File: src/logic/vsp_pkg.sv
// Purpose: shared constants and types of the display command block
// Assumes: byte frames arrive least significant bit first
// Notes:   one selector value per command, three bits wide
package vsp_pkg;
  localparam int unsigned SEL_LSB     = 5;
  localparam int unsigned FRAME_W     = 9;
  localparam logic [2:0]  CMD_PORT    = 3'h1;
  localparam logic [2:0]  CMD_DUTY    = 3'h5;
  localparam logic [2:0]  CMD_DIGITS  = 3'h3;
  localparam logic [2:0]  CMD_SYMBOL  = 3'h2;
  localparam int unsigned SYM_DIGITS  = 24;
  localparam int unsigned SYM_AW      = 5;
  localparam int unsigned SYM_DW      = 4;
  localparam int unsigned DUTY_W      = 10;
  localparam logic [9:0]  DUTY_MAX    = 10'h3c0;
  localparam logic [9:0]  DUTY_RST    = 10'h000;
  localparam logic [3:0]  PORT_RST    = 4'h0;
  localparam logic [3:0]  DIGIT_RST   = 4'h0;
  localparam logic [4:0]  DIGIT_OFS   = 5'h07;
  localparam logic [4:0]  FULL_LAST   = 5'h17;
  localparam logic [7:0]  PAT_TOP     = 8'h0f;
  localparam logic [2:0]  BYTE_LAST   = 3'h7;
  typedef enum logic [1:0] {
    VSP_IDLE = 2'b00,
    VSP_SYM  = 2'b01,
    VSP_DUTY = 2'b11
  } vsp_state_e;
endpackage : vsp_pkg

File: src/logic/vsp_byte_if.sv
// Purpose: carries one received byte and its frame-start flag
// Assumes: a word moves when valid and ready are both high
// Notes:   bit 8 marks the first byte after select fell
`timescale 1ns/1ps
`default_nettype none
interface vsp_byte_if #(parameter int unsigned W = 9);
  logic         valid;
  logic         ready;
  logic [W-1:0] data;
  modport src (output valid, output data, input ready);
  modport snk (input valid, input data, output ready);
endinterface : vsp_byte_if
`default_nettype wire

File: src/logic/vsp_cmd_top.sv
// Purpose: serial command interpreter for symbol, port, duty and digits
// Assumes: display_on and char_code_in come from core_clk logic
// Notes:   one scan slot per core clock, 1024 slots per grid
`timescale 1ns/1ps
`default_nettype none
module vsp_cmd_top
  import vsp_pkg::*;
#(
  parameter int unsigned DIGITS = SYM_DIGITS,
  parameter int unsigned SLOT_W = DUTY_W
) (
  input  wire logic              core_clk,
  input  wire logic              rst_n,
  input  wire logic              cs_n_pin,
  input  wire logic              shift_clock_n,
  input  wire logic              serial_data_in,
  input  wire logic              display_on,
  input  wire logic [7:0]        char_code_in,
  output logic [3:0]             port_level_bit,
  output logic [DIGITS-1:0]      grid_output,
  output logic [SYM_DW-1:0]      symbol_out,
  output logic                   pattern_ram_sel,
  output logic [3:0]             pattern_ram_addr,
  output logic [7:0]             rom_addr,
  output logic [DUTY_W-1:0]      duty_value,
  output logic [3:0]             digit_count,
  output logic                   overrun
);
  vsp_byte_if #(.W(FRAME_W)) rx_if ();
  vsp_byte_if #(.W(FRAME_W)) dec_if ();

  vsp_state_e        state_reg;
  logic [SYM_AW-1:0] sym_addr_reg;
  logic [SYM_DW-1:0] sym_ram_reg [DIGITS];
  logic [1:0]        duty_lo_reg;
  logic              busy_reg;
  logic              overrun_pulse;
  logic              take;
  logic              first;
  logic [7:0]        byte_in;
  logic [2:0]        sel;
  logic [SLOT_W-1:0] slot_reg;
  logic [SYM_AW-1:0] grid_reg;
  logic [SYM_AW-1:0] last_grid;
  logic              lit;

  function automatic logic [DUTY_W-1:0] clamp_duty(input logic [DUTY_W-1:0] v);
    clamp_duty = (v > DUTY_MAX) ? DUTY_MAX : v;
  endfunction : clamp_duty

  function automatic logic [SYM_AW-1:0] last_of(input logic [3:0] k);
    last_of = (k == 4'h0) ? FULL_LAST : DIGIT_OFS + SYM_AW'(k);
  endfunction : last_of

  vsp_serial_rx u_rx (
    .core_clk       (core_clk),
    .rst_n          (rst_n),
    .cs_n_pin       (cs_n_pin),
    .shift_clock_n  (shift_clock_n),
    .serial_data_in (serial_data_in),
    .out            (rx_if),
    .overrun        (overrun_pulse)
  );

  vsp_pair_buf #(.DEPTH(2)) u_buf (
    .core_clk (core_clk),
    .rst_n    (rst_n),
    .in       (rx_if),
    .out      (dec_if)
  );

  // one idle cycle after each byte gives the ram write room to settle
  assign dec_if.ready = ~busy_reg;
  assign take         = dec_if.valid & dec_if.ready;
  assign first        = dec_if.data[FRAME_W-1];
  assign byte_in      = dec_if.data[7:0];
  assign sel          = byte_in[7:SEL_LSB];

  always_ff @(posedge core_clk or negedge rst_n) begin
    if (!rst_n) busy_reg <= 1'b0;
    else        busy_reg <= take;
  end

  always_ff @(posedge core_clk or negedge rst_n) begin
    if (!rst_n) overrun <= 1'b0;
    else        overrun <= overrun_pulse;
  end

  // command decode; a byte flagged first always starts a new command
  always_ff @(posedge core_clk or negedge rst_n) begin
    if (!rst_n) begin
      state_reg <= VSP_IDLE;
    end else if (take) begin
      if (first || state_reg == VSP_IDLE) begin
        case (sel)
          CMD_SYMBOL: state_reg <= VSP_SYM;
          CMD_DUTY:   state_reg <= VSP_DUTY;
          default:    state_reg <= VSP_IDLE;
        endcase
      end else begin
        case (state_reg)
          VSP_SYM:  state_reg <= VSP_SYM;
          VSP_DUTY: state_reg <= VSP_IDLE;
          default:  state_reg <= VSP_IDLE;
        endcase
      end
    end
  end

  // address increments in the data state so more bytes need no command
  always_ff @(posedge core_clk or negedge rst_n) begin
    if (!rst_n) begin
      sym_addr_reg <= '0;
    end else if (take) begin
      if ((first || state_reg == VSP_IDLE) && sel == CMD_SYMBOL) begin
        sym_addr_reg <= byte_in[SYM_AW-1:0];
      end else if (!first && state_reg == VSP_SYM) begin
        sym_addr_reg <= sym_addr_reg + SYM_AW'(1);
      end
    end
  end

  // addresses past the last digit are accepted but not stored
  always_ff @(posedge core_clk) begin
    if (take && !first && state_reg == VSP_SYM && sym_addr_reg < SYM_AW'(DIGITS)) begin
      sym_ram_reg[sym_addr_reg] <= byte_in[SYM_DW-1:0];
    end
  end

  always_ff @(posedge core_clk or negedge rst_n) begin
    if (!rst_n) begin
      port_level_bit <= PORT_RST;
    end else if (take && (first || state_reg == VSP_IDLE) && sel == CMD_PORT) begin
      port_level_bit <= byte_in[3:0];
    end
  end

  always_ff @(posedge core_clk or negedge rst_n) begin
    if (!rst_n) begin
      duty_lo_reg <= 2'h0;
    end else if (take && (first || state_reg == VSP_IDLE) && sel == CMD_DUTY) begin
      duty_lo_reg <= byte_in[1:0];
    end
  end

  // value only changes once the second byte completes the pair
  always_ff @(posedge core_clk or negedge rst_n) begin
    if (!rst_n) begin
      duty_value <= DUTY_RST;
    end else if (take && !first && state_reg == VSP_DUTY) begin
      duty_value <= clamp_duty({byte_in, duty_lo_reg});
    end
  end

  always_ff @(posedge core_clk or negedge rst_n) begin
    if (!rst_n) begin
      digit_count <= DIGIT_RST;
    end else if (take && (first || state_reg == VSP_IDLE) && sel == CMD_DIGITS) begin
      digit_count <= byte_in[3:0];
    end
  end

  // character code steering, registered for clean outputs
  always_ff @(posedge core_clk or negedge rst_n) begin
    if (!rst_n) begin
      pattern_ram_sel  <= 1'b0;
      pattern_ram_addr <= 4'h0;
      rom_addr         <= 8'h00;
    end else begin
      pattern_ram_sel  <= (char_code_in <= PAT_TOP);
      pattern_ram_addr <= char_code_in[3:0];
      rom_addr         <= char_code_in;
    end
  end

  // scan: the host only changes digit count with display off, so
  // a mid-scan change is not guarded beyond restarting at grid 0
  assign last_grid = last_of(digit_count);
  assign lit       = display_on && (slot_reg < SLOT_W'(duty_value));

  always_ff @(posedge core_clk or negedge rst_n) begin
    if (!rst_n) begin
      slot_reg <= '0;
      grid_reg <= '0;
    end else if (!display_on) begin
      slot_reg <= '0;
      grid_reg <= '0;
    end else begin
      slot_reg <= slot_reg + SLOT_W'(1);
      if (slot_reg == '1) begin
        grid_reg <= (grid_reg >= last_grid) ? '0 : grid_reg + SYM_AW'(1);
      end
    end
  end

  always_ff @(posedge core_clk or negedge rst_n) begin
    if (!rst_n) begin
      grid_output <= '0;
      symbol_out  <= '0;
    end else begin
      grid_output <= '0;
      symbol_out  <= '0;
      if (lit && grid_reg <= last_grid && grid_reg < SYM_AW'(DIGITS)) begin
        grid_output[grid_reg] <= 1'b1;
        symbol_out            <= sym_ram_reg[grid_reg];
      end
    end
  end
endmodule : vsp_cmd_top
`default_nettype wire

File: src/logic/vsp_pair_buf.sv
// Purpose: two-entry buffer between byte receiver and decoder
// Assumes: both sides on core_clk
// Notes:   ready toward the receiver falls only when both entries hold
`timescale 1ns/1ps
`default_nettype none
module vsp_pair_buf #(
  parameter int unsigned DEPTH = 2
) (
  input  wire logic core_clk,
  input  wire logic rst_n,
  vsp_byte_if.snk   in,
  vsp_byte_if.src   out
);
  localparam int unsigned CW = $clog2(DEPTH + 1);
  localparam int unsigned PW = (DEPTH > 1) ? $clog2(DEPTH) : 1;
  logic [in.W-1:0] mem_reg [DEPTH];
  logic [PW-1:0]   wr_reg;
  logic [PW-1:0]   rd_reg;
  logic [CW-1:0]   cnt_reg;
  logic            push;
  logic            pop;

  assign in.ready  = (cnt_reg != CW'(DEPTH));
  assign out.valid = (cnt_reg != '0);
  assign out.data  = mem_reg[rd_reg];
  assign push      = in.valid & in.ready;
  assign pop       = out.valid & out.ready;

  always_ff @(posedge core_clk) begin
    if (push) mem_reg[wr_reg] <= in.data;
  end

  always_ff @(posedge core_clk or negedge rst_n) begin
    if (!rst_n) begin
      wr_reg  <= '0;
      rd_reg  <= '0;
      cnt_reg <= '0;
    end else begin
      if (push) wr_reg <= (wr_reg == PW'(DEPTH - 1)) ? '0 : wr_reg + PW'(1);
      if (pop)  rd_reg <= (rd_reg == PW'(DEPTH - 1)) ? '0 : rd_reg + PW'(1);
      cnt_reg <= cnt_reg + CW'(push) - CW'(pop);
    end
  end
endmodule : vsp_pair_buf
`default_nettype wire

File: src/logic/vsp_serial_rx.sv
// Purpose: samples the serial link and assembles bytes
// Assumes: link pins are asynchronous to core_clk
// Notes:   a byte finding the buffer full is dropped and flagged
`timescale 1ns/1ps
`default_nettype none
module vsp_serial_rx
  import vsp_pkg::*;
(
  input  wire logic core_clk,
  input  wire logic rst_n,
  input  wire logic cs_n_pin,
  input  wire logic shift_clock_n,
  input  wire logic serial_data_in,
  vsp_byte_if.src   out,
  output logic      overrun
);
  logic [2:0] s1_reg;
  logic [2:0] s2_reg;
  logic       clk_prev_reg;
  logic [2:0] bit_cnt_reg;
  logic [7:0] shift_reg;
  logic       first_reg;
  logic       rise;

  // first stage is read only by the second
  always_ff @(posedge core_clk or negedge rst_n) begin
    if (!rst_n) begin
      s1_reg <= 3'h7;
      s2_reg <= 3'h7;
    end else begin
      s1_reg <= {cs_n_pin, shift_clock_n, serial_data_in};
      s2_reg <= s1_reg;
    end
  end

  always_ff @(posedge core_clk or negedge rst_n) begin
    if (!rst_n) clk_prev_reg <= 1'b1;
    else        clk_prev_reg <= s2_reg[1];
  end

  assign rise = s2_reg[1] & ~clk_prev_reg & ~s2_reg[2];

  always_ff @(posedge core_clk or negedge rst_n) begin
    if (!rst_n) begin
      bit_cnt_reg <= 3'h0;
      shift_reg   <= 8'h00;
      first_reg   <= 1'b1;
    end else if (s2_reg[2]) begin
      bit_cnt_reg <= 3'h0;
      first_reg   <= 1'b1;
    end else if (rise) begin
      shift_reg   <= {s2_reg[0], shift_reg[7:1]};
      bit_cnt_reg <= bit_cnt_reg + 3'h1;
      if (bit_cnt_reg == BYTE_LAST) first_reg <= 1'b0;
    end
  end

  // load strobe made internally after the eighth bit
  always_ff @(posedge core_clk or negedge rst_n) begin
    if (!rst_n) begin
      out.valid <= 1'b0;
      out.data  <= '0;
      overrun   <= 1'b0;
    end else begin
      out.valid <= 1'b0;
      overrun   <= 1'b0;
      if (rise && bit_cnt_reg == BYTE_LAST) begin
        out.valid <= out.ready;
        overrun   <= ~out.ready;
        out.data  <= {first_reg, s2_reg[0], shift_reg[7:1]};
      end
    end
  end
endmodule : vsp_serial_rx
`default_nettype wire

File: config.mk
export PLATFORM = sky130hd
export DESIGN_NAME = vsp_cmd_top
export DESIGN_NICKNAME = d
export VERILOG_FILES = /design/src/logic/vsp_pkg.sv /design/src/logic/vsp_byte_if.sv /design/src/logic/vsp_cmd_top.sv /design/src/logic/vsp_pair_buf.sv /design/src/logic/vsp_serial_rx.sv
export SDC_FILE = /design/constraint.sdc
export NUM_CORES = 1
export LEC_CHECK = 0
export BUFFER_PORTS_ARGS = -buffer_cell sky130_fd_sc_hd__buf_2
export CORE_ASPECT_RATIO = 0.8
export CORE_MARGIN = 2
export CORE_UTILIZATION = 40
export CTS_CLUSTER_DIAMETER = 120
export DETAILED_ROUTE_END_ITERATION = 12
export HOLD_SLACK_MARGIN = 0.03
export SETUP_SLACK_MARGIN = 0.05
export SYNTH_ARGS = -nofsm -noshare
export SYNTH_HDL_FRONTEND = slang
export SYNTH_HIERARCHICAL = 1
export SYNTH_SLANG_ARGS = --single-unit
File: constraint.sdc
create_clock -name core_clk -period 4.15 [get_ports core_clk]
set_input_delay 0.6225 -clock core_clk [delete_from_list [all_inputs] [get_ports core_clk]]
set_output_delay 0.6225 -clock core_clk [all_outputs]
set_load 0.02 [all_outputs]
# Yosys cells after proc, flatten, opt, wreduce, memory -nomap -nowiden

Memories as Yosys holds them, arrays and structs flattened.
Cells that the tools add are included.
W data, S select, Z words.

Memories: 2
Bits in writable memories: 114
Output and inout bits: 60
Flip-flop bits (word level): 119
Logic and storage cells: 119

Memory list:

| memory        | words | bits a word | read ports | clocked after Yosys merged registers in | write ports | RTL line           | RTL |
|---|---|---|---|---|---|---|---|
| sym_ram_reg   | 24    | 4           | 1          | 0                                       | 1           | vsp_cmd_top.sv:34  | `logic [SYM_DW-1:0] sym_ram_reg [DIGITS];` |
| u_buf.mem_reg | 2     | 9           | 1          | 0                                       | 1           | vsp_pair_buf.sv:16 | `logic [in.W-1:0] mem_reg [DEPTH];` |

$lt $le $gt $ge: 9
Multiplexer cells: 28
Add/subtract/negate cells: 9
Equal/unequal tests: 10
Reductions and logical operators: 26
Bitwise gates (word level): 8

Operator list:

| operator                | count |
|---|---|
| $mux W5                 | 6 |
| $mux W24                | 1 |
| $mux W10                | 2 |
| $logic_and A1 B1 Y1     | 15 |
| $mux W1                 | 13 |
| $add A10 B1 Y10 const B | 1 |
| $add A5 B1 Y5 const B   | 2 |
| $eq A10 B10 Y1 const B  | 1 |
| $gt A10 B10 Y1 const B  | 1 |
| $lt A10 B10 Y1          | 1 |
| $lt A5 B5 Y1 const B    | 2 |
| $le A8 B4 Y1 const B    | 1 |
| $reduce_bool A2 Y1      | 4 |
| $eq A3 B2 Y1 const B    | 2 |
| $eq A3 B3 Y1 const B    | 2 |
| $lt A5 B6 Y1 const B    | 1 |
| $mux W3                 | 2 |
| $reduce_and A2 Y1       | 3 |
| $add A3 B4 Y5 const A   | 1 |
| $demux W1 S5            | 1 |
| $ge A5 B1 Y1 const B    | 1 |
| $ge A5 B5 Y1            | 1 |
| $le A5 B5 Y1            | 1 |
| $and A1 B1 Y1           | 4 |
| 17 further kinds        | 21 |

# Depth between registers and ports, before layout

Gate-level depths: netlist (run 1).

Depth after elaboration: 7
Depth in mapped cells: 12
Gate-level depth less buffers: 11

# Cells and area by module

Netlist (run 1), hierarchy kept.

Modules (own cells, without submodules):

| module        | area an instance (µm²) | seq. area each (µm²) | instances | cells an instance |
|---|---|---|---|---|
| vsp_cmd_top   | 7517.2                 | 4909.7               | 1         | 527 |
| vsp_serial_rx | 1059.8                 | 735.7                | 1         | 63 |
| vsp_pair_buf  | 869.6                  | 640.6                | 1         | 48 |

# Least setup slack after synthesis (run 1)

OpenSTA, ideal clock, no wires.

Path type: register to register
Start point: register digit_count[0]
End point: register grid_output[10]
Clock period less this slack: 2.648 ns
Arrival: 2.581 ns
Path slack: 1.502 ns
Cell stages (with the launch flop): 13
Path buffers: 1
Library setup time: 0.067 ns
Required time: 4.083 ns
Path through: dfrtp_1 inv_1 ha_1 nor2b_1 nor3_1 a21o_1 ha_1 a21oi_2 o21ai_2 a2bb2oi_1 a2111oi_4 buf_6 and3_1

Cells in the longest elaborated chain, start to end: 6
Elaborated cells between the ends (all ways): 7
Classes of those cells: add/sub: 1; order compare: 1; mux: 2; reduce/logical: 3

RTL lines:

| what                                              | RTL line           | RTL |
|---|---|---|
| from (decl)                                       | vsp_cmd_top.sv:26  | `output logic [3:0] digit_count,` |
| from (signal assigned)                            | vsp_cmd_top.sv:159 | `digit_count <= byte_in[3:0];` |
| $add A3 B4 Y5 or $logic_not A4 Y1 (tied branches) | vsp_cmd_top.sv:52  | `last_of = (k == 4'h0) ? FULL_LAST : DIGIT_OFS + SYM_AW'(k);` |
| $mux W5 (*)                                       | vsp_cmd_top.sv:52  |  |
| $le A5 B5 Y1 (*)                                  | vsp_cmd_top.sv:203 | `if (lit && grid_reg <= last_grid && grid_reg < SYM_AW'(DIGITS)) begin` |
| $logic_and A1 B1 Y1 (*) (2 in series)             | vsp_cmd_top.sv:203 |  |
| $mux W24 (*)                                      | vsp_cmd_top.sv:203 |  |
| to (signal assigned)                              | vsp_cmd_top.sv:198 | `grid_output <= '0;` |
| to (signal assigned)                              | vsp_cmd_top.sv:201 | `grid_output <= '0;` |
| to (signal, indexed assignment)                   | vsp_cmd_top.sv:204 | `grid_output[grid_reg] <= 1'b1;` |
| to (decl)                                         | vsp_cmd_top.sv:20  | `output logic [DIGITS-1:0] grid_output,` |

Mark *: on every way between the ends. The rest lies on a longest branch, timed or not.
A chain may end at the register's enable or synchronous reset.

# Worst setup path in the final report (run 1)

Start point: register digit_count[0]
End point: register grid_output[21]

Same word-level chain as after synthesis.

==> impl_metrics.env, run 1 <==
export IMPL_startpoint_type="flip-flop"
export IMPL_slowest_stage="a2111oi_4"
export IMPL_gp_congestion=0.795
export IMPL_dr_pass1_iters=4
export IMPL_start_util_pct=40.6
export IMPL_clock_power_share_pct=40.5
export IMPL_drc=0
export IMPL_dp_hpwl_um=12300
export IMPL_hold_viol_final=0
export IMPL_cap_viol_max_count=0
export IMPL_yosys_warnings=6
export IMPL_crit_top_cell="ha_1"
export IMPL_clockRootBuffer="clkbuf_16"
export IMPL_crit_fanout=28
export IMPL_synthCells=638
export IMPL_fin_crit_ns=3.16
export IMPL_path_buf_inv=1
export IMPL_end_kind="flip-flop"
export IMPL_io_pins=74
export IMPL_r2r_cells=11
export IMPL_antenna_left=0
export IMPL_yosysSeqAreaShare_pct=66.5
export IMPL_routed_wl_um=18200
export IMPL_cellInternalPower_mw=3.96
export IMPL_post_drt_via_cell_ratio=5.09
export IMPL_synth_seq_cells=228
export IMPL_post_cts_repair_setup_buffers=0
export IMPL_finish_net_count=756
export IMPL_wl_per_cell_um=17.5
export IMPL_reg2reg_to="grid_output[21]$_DFF_PN0_"
export IMPL_yosysTopAreaCell="edfxtp_1"
export IMPL_max_stage_delay_ns=0.97
export IMPL_fin_total_pwr_mw=5.19
export IMPL_fin_crit_sh_pct=76.2
export IMPL_largest_reg_flops=96
export IMPL_num_rows=50
export IMPL_synthDistinctLibCells=58
export IMPL_dpl_cell_count=1001
export IMPL_cp_arrival_ns=3.61
export IMPL_reg2reg_from="digit_count[0]$_DFFE_PN0P_"
export IMPL_grtUsageTotal_pct=15.1
export IMPL_postSynthNetCount=680
export IMPL_postCtsHoldBufs=0
export IMPL_cts_max_level=1
export IMPL_grt_pass1_wl_um=29600
export IMPL_drt_iter0_drc=278
export IMPL_drive_gt1_share_pct=27.2
export IMPL_grt_max_degree=43
export IMPL_async_flop_share_pct=50.0
export IMPL_antenna_found_initial=0
export IMPL_cts_sinks=228
export IMPL_hold_class="input port to asynchronous set/reset pin"
export IMPL_antennaDiodeCount=0
export IMPL_power_switching_mw=1.23
export IMPL_relSlewSlack_pct=27.7
export IMPL_fp_coreArea_mm2=0.0233
export IMPL_drv_slew=0
export IMPL_synthTopCellsByCount="114 x edfxtp_1, 106 x dfrtp_1, 40 x mux2_2, 40 x nor2_1, 39 x nand2_1"
export IMPL_cts_resized=0
export IMPL_synth_top_area_share_pct=36.2
export IMPL_avgSynthCellArea_um2=14.8
export IMPL_ys_top_cells_by_area="edfxtp_1 36%, dfrtp_1 28%, mux4_2 5.2%"
export IMPL_swShare_pct=23.7
export IMPL_cts_path_max_buffers=3
export IMPL_tightest_slew_ns=1.08
export IMPL_synth_most_common_cell="edfxtp_1"
export IMPL_crit_path_cell_trace="inv_1 -> ha_1 -> nor2b_1 -> nor3_1 -> a21o_1 -> ha_1 -> a21oi_2 -> o21ai_2 -> a2bb2oi_1 -> a2111oi_4 -> and3_1"
export IMPL_n_fill_cell=2067
export IMPL_status="complete, no violations"
export IMPL_globalRoute_totalOverflow=0
export IMPL_io_buffers=73
export IMPL_fin_skew_ns=0.00703
export IMPL_grt_pass1_vias=5468
export IMPL_cts_tree="done"
export IMPL_routed_via_count=5310
export IMPL_setup_tns_ns=0
export IMPL_seqPwrFrac_pct=51.1
export IMPL_cp_top_family="compound AO/OA/AOI/OAI gates"
export IMPL_dieArea_mm2=0.0249
export IMPL_max_freq_ghz=0.316
export IMPL_grt_setup_unrepaired="false"
export IMPL_syn2layout_area_growth_pct=15.0
export IMPL_final_cells=1043
export IMPL_p_leak_nw=4.49
export IMPL_setup_viol=0
export IMPL_clk_latency_ns=0.51
export IMPL_hold_ws_ns=0.0445
export IMPL_clk_pin_slew_ns=0.06
export IMPL_vdd_drop_max_v=0.000239
export IMPL_cp_required_ns=4.59
export IMPL_synth_edff_count=114
export IMPL_synth_ff_type="edfxtp_1"
export IMPL_comb_power_share_pct=8.4
export IMPL_die_y_um=141
export IMPL_cts_buffers=23
export IMPL_fp_dieW_um=176
export IMPL_power_density_mw_per_mm2=478
export IMPL_syn_area_mm2=0.00945
export IMPL_rrSetupSlack_ns=0.99
export IMPL_crit_type="flip-flop to flip-flop"
==> cells in the final DEF (no fill, tap or decap), drive strengths merged, types with 4 or more instances in the layout <==
master and n:
clkinv 6, nand2 39, a21oi 12, mux2 40, mux4 22, xnor2 8
nand4 6, dfstp 8, or3 6, nor2 41, mux2i 10, dfrtp 106
nor2b 5, nand2b 9, and2 11, nor3b 4, o21ai 26, clkbuf 30
nand3 11, and3 30, edfxtp 114, inv 24, ha 28, nor3 7
o22ai 6, buf 78
==> metrics by stage <==
stage	util [%]	cell area (um^2)	setup slack [ns]
floorplan	-	9450	1.50
global placement	43.3	10100	1.15
detailed placement	43.3	10100	1.02
CTS	46.7	10900	0.995
global route	46.7	10900	0.716
finish	46.7	10900	0.987
==> how the worst max path moves through the flow <==
| stage | slack (ns) | end | start | depth (start not counted) |
|---|---|---|---|---|
| 2_1_floorplan | 1.50 | grid_output[10]$_DFF_PN0_ | digit_count[0]$_DFFE_PN0P_ | 12 |
| 3_3_place_gp | 1.15 | symbol_out[0]$_DFF_PN0_ | digit_count[0]$_DFFE_PN0P_ | 11 |
| 3_5_place_dp | 1.02 | grid_output[21]$_DFF_PN0_ | digit_count[0]$_DFFE_PN0P_ | 11 |
| 4_1_cts | 0.99 | grid_output[21]$_DFF_PN0_ | digit_count[0]$_DFFE_PN0P_ | 11 |
| 5_1_grt | 0.72 | grid_output[21]$_DFF_PN0_ | digit_count[0]$_DFFE_PN0P_ | 11 |
| 6_report | 0.99 | grid_output[21]$_DFF_PN0_ | digit_count[0]$_DFFE_PN0P_ | 11 |
==> kinds of logic after synthesis <==
| logic type | after synthesis | share of synthesized area, % |
|---|---|---|
| compound gates | 66 | 4.74 |
| xor+xnor | 10 | 0.927 |
| fa+ha+maj | 28 | 3.71 |
| buf+inv | 49 | 2.53 |
| flops | 228 | 66.5 |
| mux | 72 | 11.1 |
| simple gates | 185 | 10.5 |
==> power by group through the flow <==
stage / registers (mW) / logic [mW] / clock network (mW)
after floorplan: 2.67 / 0.291 / 0
after global placement: 2.69 / 0.423 / 0
after detailed placement: 2.70 / 0.445 / 0
after CTS: 2.65 / 0.445 / 2.16
after global routing: 2.66 / 0.488 / 2.25
final: 2.65 / 0.435 / 2.10
==> worst register-to-register path: cells and delay by family, from the launching register on <==
family / cells / cell delay (ns)
AOI/OAI and AO/OA: 5 / 1.54
adders and majority gates: 2 / 0.48
buffers and inverters: 1 / 0.14
DFF: 1 / 0.40
and+or+nand+nor: 3 / 0.53
==> cell type report <==
class                           instances  area, um^2  area share (%)
Clock buffer                           30         654            6.02
Sequential cell                       228        6290            57.8
Clock inverter                         12         128            1.17
Timing Repair Buffer                   78         405            3.73
Tap cell                              312         390            3.59
Inverter                               22        82.6           0.760
Multi-Input combinational cell        361        2920            26.9
==> per-layer routing <==
metal / vias to the layer above / share of wire, % / GRT usage (%)
li1: 2495 / - / -
met4: 0 / 2.2 / 3.96
met2: 128 / 46 / 24.5
met3: 29 / 5.7 / 2.68
met1: 2658 / 46 / 21.3
met5: - / 0 / 0
Note: power is estimated with default switching activity, not from simulation.
==> run 2: changes to the inputs <==
clock period = 2.64 ns   (was 4.15 ns; I/O delays follow)
==> impl_metrics.env, run 2 (same netlist as run 1, synthesis figures left out) <==
export IMPL_status="complete, no violations"
export IMPL_grt_max_degree=59
export IMPL_drive_gt1_share_pct=32.7
export IMPL_grt_pass1_vias=5921
export IMPL_pre_cts_slack_ns=0.0331
export IMPL_fin_skew_ns=0.0190
export IMPL_startpoint_type="flip-flop"
export IMPL_post_drt_via_cell_ratio=5.08
export IMPL_placed_area_mm2=0.0104
export IMPL_grt_setup_unrepaired="false"
export IMPL_cts_max_level=1
export IMPL_crit_top_cell="ha_4"
export IMPL_num_rows=50
export IMPL_stdcell_area_mm2=0.0115
export IMPL_routed_wl_um=19400
export IMPL_routed_via_count=5609
export IMPL_grtUsageTotal_pct=16.0
export IMPL_cts_path_max_buffers=3
export IMPL_final_common_cell="edfxtp_1"
export IMPL_grt_pass1_wl_um=31400
export IMPL_finish_net_count=817
export IMPL_final_cell_mix="114 x edfxtp_1, 105 x dfrtp_1, 72 x buf_2"
export IMPL_power_density_mw_per_mm2=699
export IMPL_drt_iter0_drc=338
export IMPL_dr_pass1_iters=4
export IMPL_io_buffers=73
export IMPL_die_y_um=141
export IMPL_antennaDiodeCount=0
export IMPL_n_fill_cell=2006
export IMPL_setup_viol=0
export IMPL_crit_type="flip-flop to flip-flop"
export IMPL_gp_congestion=0.817
export IMPL_antenna_found_initial=0
export IMPL_slowest_stage="dfrtp_2"
export IMPL_crit_path_cell_trace="inv_4 -> ha_4 -> nor2b_4 -> nor3_1 -> a21o_1 -> ha_4 -> nand4_1 -> nor2_1 -> a2bb2oi_2 -> a2111oi_4 -> buf_6 -> clkbuf_16 -> and3_1"
export IMPL_relSlewSlack_pct=49.6
export IMPL_crit_fanout=7
export IMPL_wl_per_cell_um=17.6
export IMPL_drc=0
export IMPL_drv_slew=0
export IMPL_tightest_slew_ns=0.753
export IMPL_max_stage_delay_ns=0.42
export IMPL_setup_ws_ns=0.132
export IMPL_dp_hpwl_um=12600
export IMPL_clk_pin_slew_ns=0.06
export IMPL_fp_dieW_um=176
export IMPL_largest_reg_flops=96
export IMPL_cts_sinks=228
export IMPL_fp_coreArea_mm2=0.0233
export IMPL_max_freq_ghz=0.399
export IMPL_hold_class="input port to flip-flop"
export IMPL_vdd_drop_max_v=0.000420
export IMPL_fin_crit_sh_pct=95.0
export IMPL_clockRootBuffer="clkbuf_16"
export IMPL_start_util_pct=40.6
export IMPL_end_kind="flip-flop"
export IMPL_antenna_left=0
export IMPL_p_leak_nw=4.80
export IMPL_fin_crit_ns=2.51
export IMPL_dieArea_mm2=0.0249
export IMPL_globalRoute_totalOverflow=0
export IMPL_cap_viol_max_count=0
export IMPL_clk_latency_ns=0.52
export IMPL_cp_required_ns=3.03
export IMPL_hold_viol_final=0
export IMPL_syn2layout_area_growth_pct=21.5
export IMPL_io_pins=74
export IMPL_cts_buffers=23
export IMPL_setup_tns_ns=0
export IMPL_cp_arrival_ns=2.90
export IMPL_cts_tree="done"
-- run 2: changes by cell type in the layout (fill, tap and decap cells not counted), sizes merged --
cell         delta
buf            +48
bufinv          -2
clkbuf          +7
clkinvlp        -1
clkinv          -2
inv             -1
dlygate4sd3    +12
-- run 2: power breakdown --
part	switching (mW)	internal, mW	total [mW]
Sequential	0.0738	4.07	4.15
Clock	1.30	1.79	3.09
Combinational	0.548	0.245	0.793
-- run 2: final cells by class --
type	count	area, um^2	share of cell area [%]
sequential	228	6290	54.8
multi-input combinational	361	3030	26.4
clock inverter	6	35.0	0.305
timing repair buffer	139	972	8.47
clock buffer	36	686	5.97
tap	312	390	3.40
inverter	22	85.1	0.741
-- run 2: path summary, 6_finish.rpt --
kind / start / end / slack [ns] / cells after the start
max in group asynchronous: rst_n / symbol_out[0]$_DFF_PN0_ / 1.49 / 3
worst min-delay path: display_on / slot_reg[7]$_DFF_PN0_ / 0.26 / 2
worst max-delay path: digit_count[0]$_DFFE_PN0P_ / grid_output[9]$_DFF_PN0_ / 0.13 / 13
worst min register to register: u_rx/s1_reg[2]$_DFF_PN1_ / u_rx/s2_reg[2]$_DFF_PN1_ / 0.35 / 0
worst max register to register: digit_count[0]$_DFFE_PN0P_ / grid_output[9]$_DFF_PN0_ / 0.13 / 13
min in group asynchronous: rst_n / u_rx/bit_cnt_reg[0]$_DFFE_PN0P_ / 0.43 / 2
-- run 2: repair_timing --
item | CTS | global route
gates cloned | 1 | 1
hold buffers | 12 | 0
pin swaps | 7 | 4
resized for setup | 10 | 20
buffers inserted | 3 | 6
endpoints found under the setup margin | 28 | 29
endpoints found under the hold margin | 45 | 0
-- run 2: metal layers --
| layer | up-vias | GRT usage, % | part of all wire, % |
|---|---|---|---|
| met3 | 26 | 2.87 | 5.4 |
| li1 | 2616 | - | - |
| met2 | 123 | 26.8 | 48 |
| met5 | - | 0 | 0 |
| met4 | 0 | 4.09 | 2.0 |
| met1 | 2844 | 21.7 | 45 |
-- run 2: stage by stage --
step	hold slack [ns]	util (%)	std cells	power, mW
floorplan	0.100	-	638	4.66
global placement	0.334	44.7	1039	4.93
detailed placement	0.348	44.7	1039	4.98
CTS	0.240	48.8	1097	8.11
global route	0.249	49.3	1104	8.36
finish	0.256	49.3	1104	8.03
-- run 2: worst max-delay path, delay by kind of cell (launching register included) --
family	cells	cell delay (ns)
DFF	1	0.42
AOI/OAI and AO/OA	3	0.44
buffers and inverters	3	0.40
and+or+nand+nor	5	0.68
adders and majority gates	2	0.42
